===== src/fscp_pkg.sv =====
/*
  Constants, state type and state record of the framed serial command block.
  Assumes one clock domain; fscp_core and tb_top import the whole package.
*/
package fscp_pkg;
  localparam int            FRAME_BYTES = 12;
  localparam logic [3:0]    LAST_IDX    = 4'hB;
  localparam logic [7:0]    RSV_BYTE    = 8'h00;
  localparam logic [2:0]    MAX_REPEATS = 3'h4;
  localparam int            TIMEOUT_DEF = 1000;
  localparam logic [15:0]   CMD_PING    = 16'hFE01;
  localparam logic [15:0]   CMD_IDENT   = 16'hFE02;
  localparam logic [15:0]   CMD_HWVER   = 16'hFE06;
  localparam logic [15:0]   CMD_SWVER   = 16'hFE07;
  localparam logic [15:0]   CMD_SERIAL  = 16'hFE08;
  localparam logic [15:0]   CMD_NAME    = 16'hFE09;
  localparam logic [15:0]   CMD_ERR_RAW = 16'h0020;
  localparam logic [15:0]   CMD_ERR_TXT = 16'h0021;
  localparam logic [15:0]   REP_PING    = 16'hFF01;
  localparam logic [15:0]   REP_IDENT   = 16'hFF02;
  localparam logic [15:0]   REP_HWVER   = 16'hFF06;
  localparam logic [15:0]   REP_SWVER   = 16'hFF07;
  localparam logic [15:0]   REP_SERIAL  = 16'hFF08;
  localparam logic [15:0]   REP_NAME    = 16'hFF09;
  localparam logic [15:0]   REP_ERR_RAW = 16'h0120;
  localparam logic [15:0]   REP_ERR_TXT = 16'h0121;
  localparam logic [15:0]   REP_FAIL    = 16'hFF10;
  localparam logic [15:0]   REP_REPEAT  = 16'hFF11;
  localparam logic [15:0]   REP_BAD_PAR = 16'hFF12;
  localparam logic [15:0]   REP_UNKNOWN = 16'hFF13;
  localparam logic [63:0]   ERR_TXT_LEN = 64'h2;

  typedef enum logic {ST_RX, ST_TX} fscp_state_type;

  typedef struct packed {
    fscp_state_type st;
    logic [3:0]     idx;
    logic [15:0]    tmo;
    logic [87:0]    rx_buf;
    logic [7:0]     acc;
    logic [2:0]     retry;
    logic [95:0]    tx_buf;
    logic [3:0]     tx_idx;
    logic           tx_act;
    logic           err;
    logic [7:0]     cause;
    logic           en_prev;
    logic           pulse;
    logic [1:0]     stat;
  } fscp_regs_type;

  localparam fscp_regs_type REGS_RESET = '0;
endpackage


===== src/fscp_core.sv =====
/*
  Framed serial command interpreter: takes 12-byte command frames from a
  byte stream, checks and decodes them, and shifts out 12-byte replies.
  Also latches operating errors and gates the pulse output.
  Assumes rx bytes and all inputs are synchronous to clk; the host waits
  for a reply before sending the next frame.
*/
//
// Behaviour
// [RL1] Frame is 12 consecutive bytes, else discarded
// [RL2] Command then parameter, most significant first
// [RL3] Byte eleven reserved zero, byte twelve checksum
// [RL4] Checksum is XOR of first eleven bytes
// [RL5] Every good frame gets a 12-byte reply
// [RL6] Host resends when no reply arrives
// [RL7] Bad parameter answered with 0xFF12, zero
// [RL8] Unknown command answered with 0xFF13, zero
// [RL9] Broken frame answered 0xFF11, host resends
// [RL10] Broken after four repeats answered 0xFF10
// [RL11] Presence query answered 0xFF01, no side effect
// [RL12] Identification query returns device identification value
// [RL13] Hardware version in three lowest bytes
// [RL14] Software version in three lowest bytes
// [RL15] Serial query: length or character at position
// [RL16] Name query: length or character at position
// [RL17] Operating error stops pulses, status shows error
// [RL18] Only enable toggle clears error, pulses stay off; code resumes pulses once the error clears while pulse_req is high
// [RL19] Error cause readable raw and as text
// [RL20] Inter-byte timeout configurable, restarts at byte one
module fscp_core
  import fscp_pkg::*;
#(
  parameter int          TIMEOUT_CYC = TIMEOUT_DEF,
  parameter logic [63:0] DEVICE_ID   = 64'h0000_0000_0000_5A5A, // Arbitrary value
  parameter logic [23:0] HW_VERSION  = 24'h01_00_00,
  parameter logic [23:0] SW_VERSION  = 24'h01_00_00,
  parameter int          SERIAL_LEN  = 4,
  parameter logic [31:0] SERIAL_TEXT = 32'h3030_3031,
  parameter int          NAME_LEN    = 4,
  parameter logic [31:0] NAME_TEXT   = 32'h4653_4350
) (
  input  wire logic       clk,
  input  wire logic       rst_n,
  input  wire logic       rx_valid,
  input  wire logic [7:0] rx_data,
  input  wire logic       tx_ready,
  output logic            tx_valid,
  output logic [7:0]      tx_data,
  input  wire logic       error_event,
  input  wire logic [7:0] error_code,
  input  wire logic       ext_enable,
  input  wire logic       pulse_req,
  output logic            pulse_out,
  output logic [1:0]      status_code,
  output logic            error_latched
);

  localparam logic [15:0] TMO_LAST = 16'(TIMEOUT_CYC - 1);

  fscp_regs_type s_q;
  fscp_regs_type s_d;
  logic [15:0]   dec_cmd;
  logic [63:0]   dec_par;
  logic [15:0]   rx_cmd;
  logic [63:0]   rx_par;
  logic          frame_end;
  logic          frame_good;

  function automatic logic [95:0] make_frame(input logic [15:0] c, input logic [63:0] p);
    logic [95:0] f;
    logic [7:0]  x;
    f = {c, p, RSV_BYTE, 8'h00};
    x = 8'h00;
    for (int i = 0; i < FRAME_BYTES - 1; i++) begin
      x = x ^ f[95 - 8*i -: 8]; // [RL4]
    end
    f[7:0] = x;
    return f;
  endfunction

  function automatic logic [7:0] hex_char(input logic [3:0] n);
    return (n < 4'hA) ? (8'h30 + {4'h0, n}) : (8'h37 + {4'h0, n});
  endfunction

  function automatic logic [7:0] pick_char(input logic [31:0] txt, input int len,
                                           input logic [63:0] pos);
    logic [31:0] sh;
    sh = txt >> (8 * (len - int'(pos[7:0])));
    return sh[7:0];
  endfunction

  // Bytes 1..11 sit in rx_buf when the checksum byte arrives
  assign rx_cmd     = s_q.rx_buf[87:72]; // [RL2]
  assign rx_par     = s_q.rx_buf[71:8]; // [RL2]
  assign frame_end  = rx_valid && s_q.st == ST_RX && s_q.idx == LAST_IDX;
  assign frame_good = frame_end && rx_data == s_q.acc
                      && s_q.rx_buf[7:0] == RSV_BYTE; // [RL3] [RL4]

  // Reply to a good frame; queries only read state
  always_comb begin
    dec_cmd = REP_BAD_PAR; // [RL7]
    dec_par = 64'h0;
    case (rx_cmd)
      CMD_PING: begin
        if (rx_par == 64'h0) begin
          dec_cmd = REP_PING; // [RL11]
        end
      end
      CMD_IDENT: begin
        if (rx_par == 64'h0) begin
          dec_cmd = REP_IDENT; // [RL12]
          dec_par = DEVICE_ID;
        end
      end
      CMD_HWVER: begin
        if (rx_par == 64'h0) begin
          dec_cmd = REP_HWVER; // [RL13]
          dec_par = {40'h0, HW_VERSION};
        end
      end
      CMD_SWVER: begin
        if (rx_par == 64'h0) begin
          dec_cmd = REP_SWVER; // [RL14]
          dec_par = {40'h0, SW_VERSION};
        end
      end
      CMD_SERIAL: begin
        if (rx_par == 64'h0) begin
          dec_cmd = REP_SERIAL; // [RL15]
          dec_par = 64'(SERIAL_LEN);
        end else if (rx_par <= 64'(SERIAL_LEN)) begin
          dec_cmd = REP_SERIAL; // [RL15]
          dec_par = {56'h0, pick_char(SERIAL_TEXT, SERIAL_LEN, rx_par)};
        end
      end
      CMD_NAME: begin
        if (rx_par == 64'h0) begin
          dec_cmd = REP_NAME; // [RL16]
          dec_par = 64'(NAME_LEN);
        end else if (rx_par <= 64'(NAME_LEN)) begin
          dec_cmd = REP_NAME; // [RL16]
          dec_par = {56'h0, pick_char(NAME_TEXT, NAME_LEN, rx_par)};
        end
      end
      CMD_ERR_RAW: begin
        if (rx_par == 64'h0) begin
          dec_cmd = REP_ERR_RAW; // [RL19]
          dec_par = {56'h0, s_q.cause};
        end
      end
      CMD_ERR_TXT: begin
        dec_cmd = REP_ERR_TXT; // [RL19]
        if (rx_par == 64'h0) begin
          dec_par = ERR_TXT_LEN;
        end else if (rx_par == 64'h1) begin
          dec_par = {56'h0, hex_char(s_q.cause[7:4])};
        end else if (rx_par == ERR_TXT_LEN) begin
          dec_par = {56'h0, hex_char(s_q.cause[3:0])};
        end else begin
          dec_cmd = REP_BAD_PAR; // [RL7]
        end
      end
      default: begin
        dec_cmd = REP_UNKNOWN; // [RL8]
      end
    endcase
  end

  always_comb begin
    s_d = s_q;
    case (s_q.st)
      ST_RX: begin
        if (rx_valid) begin
          s_d.rx_buf = {s_q.rx_buf[79:0], rx_data};
          s_d.acc    = s_q.acc ^ rx_data;
          s_d.idx    = s_q.idx + 4'h1;
          s_d.tmo    = '0;
          if (s_q.idx == LAST_IDX) begin
            s_d.idx    = '0;
            s_d.acc    = '0;
            s_d.st     = ST_TX;
            s_d.tx_act = 1'b1;
            s_d.tx_idx = '0;
            if (frame_good) begin
              s_d.retry  = '0;
              s_d.tx_buf = make_frame(dec_cmd, dec_par); // [RL5]
            end else if (s_q.retry == MAX_REPEATS) begin
              s_d.retry  = '0;
              s_d.tx_buf = make_frame(REP_FAIL, 64'h0); // [RL10]
            end else begin
              s_d.retry  = s_q.retry + 3'h1; // [RL10]
              s_d.tx_buf = make_frame(REP_REPEAT, 64'h0); // [RL9]
            end
          end
        end else if (s_q.idx != 4'h0) begin
          s_d.tmo = s_q.tmo + 16'h1;
          if (s_q.tmo == TMO_LAST) begin
            s_d.idx = '0; // [RL1] [RL20]
            s_d.acc = '0;
            s_d.tmo = '0;
          end
        end
      end
      ST_TX: begin
        // Bytes arriving while replying are dropped; host waits for the reply
        if (tx_ready) begin
          s_d.tx_buf = {s_q.tx_buf[87:0], 8'h00};
          s_d.tx_idx = s_q.tx_idx + 4'h1;
          if (s_q.tx_idx == LAST_IDX) begin
            s_d.tx_act = 1'b0; // [RL5]
            s_d.st     = ST_RX;
          end
        end
      end
      default: begin
        s_d.st = ST_RX;
      end
    endcase
    s_d.en_prev = ext_enable;
    if (error_event) begin
      s_d.err   = 1'b1; // [RL17]
      s_d.cause = error_code; // [RL19]
    end else if (ext_enable != s_q.en_prev) begin
      s_d.err = 1'b0; // [RL18]
    end
    s_d.pulse = pulse_req && !s_d.err; // [RL17] [RL18]
    s_d.stat  = {s_d.err, s_d.pulse}; // [RL17]
  end

  always_ff @(posedge clk) begin
    if (!rst_n) begin
      s_q <= REGS_RESET;
    end else begin
      s_q <= s_d;
    end
  end

  assign tx_valid      = s_q.tx_act;
  assign tx_data       = s_q.tx_buf[95:88];
  assign pulse_out     = s_q.pulse;
  assign status_code   = s_q.stat;
  assign error_latched = s_q.err;
endmodule


===== config.mk =====
export PLATFORM = sky130hd
export DESIGN_NAME = fscp_core
export DESIGN_NICKNAME = d
export VERILOG_FILES = /design/src/fscp_pkg.sv /design/src/fscp_core.sv
export SDC_FILE = /design/constraint.sdc
export NUM_CORES = 1
export LEC_CHECK = 0
export BUFFER_PORTS_ARGS = -buffer_cell sky130_fd_sc_hd__buf_2
export CORE_UTILIZATION = 50
export DETAILED_ROUTE_END_ITERATION = 7
export HOLD_SLACK_MARGIN = 0.15
export PLACE_DENSITY = 0.77
export REMOVE_ABC_BUFFERS = 1
export SLEW_MARGIN = 10
export SYNTH_ARGS = -nofsm -noshare
export SYNTH_HDL_FRONTEND = slang
export SYNTH_SLANG_ARGS = --single-unit

===== constraint.sdc =====
create_clock -name clk -period 8.1 [get_ports clk]
set_clock_uncertainty 0.2 [all_clocks]
set_input_delay 0.405 -clock clk [delete_from_list [all_inputs] [get_ports clk]]
set_output_delay 0.405 -clock clk [all_outputs]
set_load 0.02 [all_outputs]

After elaboration in Yosys (flattened, before gate mapping) --
Cells that the tools add are included.
Operators by class: add/sub/neg operators 9, magnitude comparators 3, equality and inequality tests 20, shift-type cells 2, multiplexer cells 46, bitwise gates (word level) 11, reduce and logical (&&, ||, !) cells 18
Operators with widths (number):
- 2-to-1 mux 101 bit | 2
- case mux 101 bit (2 select lines) | 1
- 2-to-1 mux 99 bit | 2
- case mux 16 bit (8 select lines) | 1
- 2-to-1 mux 112 bit | 1
- case mux 17 bit (6 select lines) | 1
- == test 16 bit, second input constant | 6
- == test 64 x 1 -> 1 bit, second input constant | 1
- == test 64 x 2 -> 1 bit, second input constant | 1
- less-or-equal comparator 64 x 3 -> 1 bit, second input constant | 1
- logical NOT 64 bit | 1
- 2-to-1 mux 16 bit | 4
- 2-to-1 mux 8 bit | 8
- 2-to-1 mux 20 bit | 3
- 2-to-1 mux 5 bit | 9
- XOR 8 bit | 5
- XOR 8 bit, second input constant | 5
- 2-to-1 mux 7 bit | 5
- == test 16 x 6 -> 1 bit, second input constant | 2
- >> shifter 30 x 32 -> 8 bit, first input constant | 1
- >> shifter 31 x 32 -> 8 bit, first input constant | 1
- adder 6 x 4 -> 7 bit, first input constant | 4
- 2-to-1 mux 17 bit | 1
- adder 16 x 1 -> 16 bit, second input constant | 1
- 24 further kinds | 42
Word-level totals: flip-flop bits (word level) 234, bits of input ports 23, output and inout port bits 13, word-level logic and storage cells 123

Logic depth before layout (Yosys ltp) --
depth after elaboration 18, mapped depth 10

Worst setup path after synthesis --
Ideal clock, no wire load.
path kind register to register, start point register s_q, in the netlist rx_cmd[4], end point register s_q[20] in the netlist's numbering, setup time 0.129 ns, arrival 2.537 ns, data required time 7.771 ns, path slack 5.234 ns, stages on the path, launching flop included 8, path buffers 0, clock period less this slack 2.866 ns, cells stage by stage dfxtp_1 or4_4 nor4_4 or3b_4 or4_4 o2111ai_4 xnor2_1 a21oi_2
On the way: cells in the longest elaborated chain, start to end 15, elaborated cells on any way between the ends 24
RTL lines:
- start, declared | RTL line fscp_core.sv:60 | fscp_regs_type s_q;
- start signal, assigned | RTL line fscp_core.sv:232 | s_q <= REGS_RESET;
- start signal, assigned | RTL line fscp_core.sv:234 | s_q <= s_d;
- == test 16 x 6 -> 1 bit / == test 16 bit (equally long branches) | RTL line fscp_core.sv:103 | case (rx_cmd)
- case mux 16 bit (8 select lines) | RTL line fscp_core.sv:103
- XOR 8 bit (8 in a row) | RTL line fscp_core.sv:75 | x = x ^ f[95 - 8*i -: 8];
- XOR 8 bit * | RTL line fscp_core.sv:75
- 2-to-1 mux 99 bit * | RTL line fscp_core.sv:184 | if (frame_good) begin
- 2-to-1 mux 112 bit * | RTL line fscp_core.sv:178 | if (s_q.idx == LAST_IDX) begin
- 2-to-1 mux 101 bit * | RTL line fscp_core.sv:173 | if (rx_valid) begin
- case mux 101 bit (2 select lines) * | RTL line fscp_core.sv:171 | case (s_q.st)
Mark *: on every way between the ends. The rest lies on a longest branch, timed or not. The select of a mux whose other input is x is not followed. A chain may end at the register's enable or synchronous reset.

Final worst setup path --
start point register s_q, in the netlist rx_cmd[4], end point register s_q, in the netlist tx_data[1]
On the way: cells in the longest elaborated chain, start to end 6, elaborated cells on any way between the ends 13
RTL lines (RTL line):
- == test 16 x 6 -> 1 bit / == test 16 bit (equally long branches) | fscp_core.sv:103
- case mux 16 bit (8 select lines) * | fscp_core.sv:103
- 2-to-1 mux 99 bit * | fscp_core.sv:184
- 2-to-1 mux 112 bit * | fscp_core.sv:178
- 2-to-1 mux 101 bit * | fscp_core.sv:173
- case mux 101 bit (2 select lines) * | fscp_core.sv:171
Marked as above.

==> impl_metrics.env <==
export IMPL_status="complete, no violations"
export IMPL_synth_warnings=0
export IMPL_min_path_type="in -> reg"
export IMPL_cellPowerDensity_nw_per_um2=210
export IMPL_grtUsageMet1_pct=30.8
export IMPL_final_area_um2=11500
export IMPL_clock_path_buffers=3
export IMPL_syn_area_um2=10300
export IMPL_drive_gt1_share_pct=7.72
export IMPL_rsz0062_at_grt="false"
export IMPL_maxCapViolCount=0
export IMPL_cp_data_required_time_ns=8.25
export IMPL_fin_ws_ns=4.61
export IMPL_coreArea_um2=20200
export IMPL_postCtsSetupRepairBufs=0
export IMPL_synth_fa_ha_area_share_pct=1.34
export IMPL_grt_use_met2_pct=38.4
export IMPL_internal_power_mw=1.88
export IMPL_r2r_slack_ns=4.61
export IMPL_multi_input_comb_area_um2=5150
export IMPL_async_flop_share_pct=0
export IMPL_fin_crit_sh_pct=43.1
export IMPL_fin_hold_ws_ns=0.170
export IMPL_cts_htree_levels=1
export IMPL_synth_xor_area_share_pct=1.96
export IMPL_critPathCaptureType="flip-flop"
export IMPL_wl_per_cell_um=15.4
export IMPL_cp_num_buf_inv=0
export IMPL_diodes=0
export IMPL_final_seq_area_um2=4640
export IMPL_portBuffers=35
export IMPL_final_hold_viol_count=0
export IMPL_fmax_mhz=287
export IMPL_rows=52
export IMPL_grt_busiest_layer="met2"
export IMPL_cts_buffers=24
export IMPL_worst_setup_path_type="reg -> reg"
export IMPL_critPathMaxFanout=7
export IMPL_clk_pin_slew_ns=0.07
export IMPL_yosysSeqAreaShare_pct=45.3
export IMPL_start_kind="flip-flop"
export IMPL_dpl_hpwl_um=15400
export IMPL_synth_seq_cells=232
export IMPL_worstPathCellList="nor4_1 -> nand4_1 -> nor4_1 -> and3b_1 -> nand2b_1 -> a21oi_1 -> a21oi_1"
export IMPL_p_seq_share_pct=48.1
export IMPL_min_from="error_event"
export IMPL_maxSlewViolCount=0
export IMPL_post_route_drc_count=0
export IMPL_power_switching_mw=0.536
export IMPL_whs_endpoint="s_q[6]"
export IMPL_initial_core_util_pct=50.8
export IMPL_clkPwrFrac_pct=46.8
export IMPL_reg2reg_from="rx_cmd[4]"
export IMPL_final_nets=1352
export IMPL_slowest_delay_ns=0.65
export IMPL_synthFlopType="dfxtp_1"
export IMPL_cts_sinks=232
export IMPL_first_global_vias=8600
export IMPL_clk_latency_ns=0.52
export IMPL_crit_slowest_cell="nor4_1"
export IMPL_post_cts_resized=0
export IMPL_first_pass_iters=5
export IMPL_drt_vias_per_instance=5.74
export IMPL_syn_to_final_growth_pct=12.4
export IMPL_place_gp_congestion=0.928
export IMPL_synth_compound_area_share_pct=16.7
export IMPL_cts_root_buf="clkbuf_16"
export IMPL_use_met3_pct=3.18
export IMPL_die_area_um2=21100
export IMPL_synth_mux_area_fraction_pct=0.976
export IMPL_vdd_drop_max_uv=214
export IMPL_period_minus_slack_ns=3.49
export IMPL_arrival_ns=3.64
export IMPL_maxSlewHeadroom_pct=24.9
export IMPL_synth_area_per_cell_um2=7.76
export IMPL_postRouteAntennaNets=0
export IMPL_io_pins=36
export IMPL_finalWirelength_um=24800
export IMPL_grt_ovfl_total=0
export IMPL_grt_pass1_wl_um=41600
export IMPL_yosys_area_share_simple_pct=29.0
export IMPL_synth_distinct_cells=65
export IMPL_synth_top_family_by_area="simple AND/OR/NAND/NOR gates"
export IMPL_leakagePower_nw=3.96
export IMPL_holdBufCountCts=24
export IMPL_synth_cells=1322
export IMPL_finalSetupViolCount=0
export IMPL_first_iter_violations=855
export IMPL_p_comb_share_pct=5.1
export IMPL_nFillCells=1834
export IMPL_dpl_cell_area_um2=10500
export IMPL_antenna_found_initial=0
export IMPL_grt_max_degree=104
export IMPL_dieHeight_um=145
export IMPL_place_ws_ns=4.65
export IMPL_synth_edf_count=0
export IMPL_cts_tree="yes"
export IMPL_total_power_mw=2.42
export IMPL_sw_frac_of_total_pct=22.2
export IMPL_cp_depth=7
export IMPL_grtUsageTotal_pct=23.2
export IMPL_reg2reg_depth=7
export IMPL_setup_tns_ns=0
export IMPL_r2r_end="tx_data[1]"
export IMPL_holdPathStages=3
export IMPL_die_w_um=145
export IMPL_crit_family="simple AND/OR/NAND/NOR gates"
export IMPL_num_vias=9217
export IMPL_tightest_slew_ns=1.12
cells by family (layout without fill, tap and decap cells):
logic type | after synthesis | in the layout
adder cells (fa/ha/maj) | 11 | 11
AO/OA/AOI/OAI | 298 | 298
multiplexers | 10 | 10
buffers and inverters | 117 | 130
flip-flops | 232 | 232
AND/OR/NAND/NOR | 631 | 631
XOR/XNOR | 23 | 23
worst min-delay path: stages:
cell     delay, ns
buf_2         0.19
mux2i_1       0.18
nor2b_1       0.06
placed cells by master (no fill, tap or decap), types with 6 or more instances in the layout:
master,synthesis,routed
nor2b_1,19,19
xor2_1,8,8
clkbuf_8,0,7
a31oi_1,15,15
nand4_1,16,16
nand3b_1,6,6
nor2_1,62,61
o21ai_0,38,38
clkbuf_16,0,25
ha_1,11,11
and3_1,12,12
nand3_1,90,90
nor4_1,30,29
dlygate4sd3_1,0,24
buf_2,0,35
xnor2_1,15,15
nor3_1,17,17
mux2i_1,10,10
nand2_1,317,315
dfxtp_1,232,232
a21oi_1,185,185
a21boi_0,18,18
nand2b_1,14,13
or3_1,7,7
buf_4,10,10
inv_1,18,17
sequential cells by signal (all words and copies together) (netlist names):
name	cells
error_latched	1
tx_data	8
rx_cmd	16
rx_par	64
s_q	141
tx_valid	1
status_code	1
how the worst max path moves through the flow:
stage	from	to	slack (ns)
final	rx_cmd[4]	tx_data[1]	4.61
after global routing	rx_cmd[4]	tx_data[1]	4.32
after CTS	rx_cmd[4]	tx_data[1]	4.72
after detailed placement	rx_valid	tx_data[2]	4.65
after global placement	rx_valid	tx_data[2]	4.66
after floorplan	s_q[233]	s_q[40]	3.45
metrics by stage:
stage | utilization [%] | std cells
global route | 57.1 | 1605
finish | 57.1 | 1605
global placement | 51.8 | 1538
CTS | 57.1 | 1605
detailed placement | 51.8 | 1538
floorplan | - | 1223
layout make-up:
type,count,area share (%)
clock buffers,36,6.40
clock inverters,7,0.739
inverters,18,0.608
multi-input cells,973,44.7
flip-flops and latches,232,40.3
well taps,270,2.93
repair buffers,69,4.26
synth_stat cells (14+ instances only):
master / instances / area share [%]
xnor2_1: 15 / 1.3
nand4_1: 16 / 0.98
nor2b_1: 19 / 1.2
a21oi_1: 185 / 9.0
nor2_1: 62 / 2.3
nand3_1: 90 / 4.4
dfxtp_1: 232 / 45
inv_1: 18 / 0.66
nor4_1: 30 / 1.8
nor3_1: 17 / 0.83
clkbuf_1: 77 / 2.8
nand2_1: 317 / 12
nand2b_1: 14 / 0.85
o21ai_0: 38 / 1.9
a21boi_0: 18 / 1.3
a31oi_1: 15 / 0.92
layer usage:
layer | vias to the layer above | part of all wire [%]
li1 | 4572 | -
met1 | 4345 | 45
met2 | 236 | 48
met3 | 64 | 4.3
met4 | 0 | 3.2
met5 | - | 0
power by group through the flow:
stage | sequential [mW] | combinational (mW) | clock, mW
after floorplan | 1.19 | 0.0701 | 0
after global placement | 1.19 | 0.109 | 0
after detailed placement | 1.19 | 0.110 | 0
after CTS | 1.16 | 0.121 | 1.15
after global routing | 1.16 | 0.135 | 1.19
final | 1.16 | 0.123 | 1.13
Note: power is estimated with default switching activity, not from simulation.
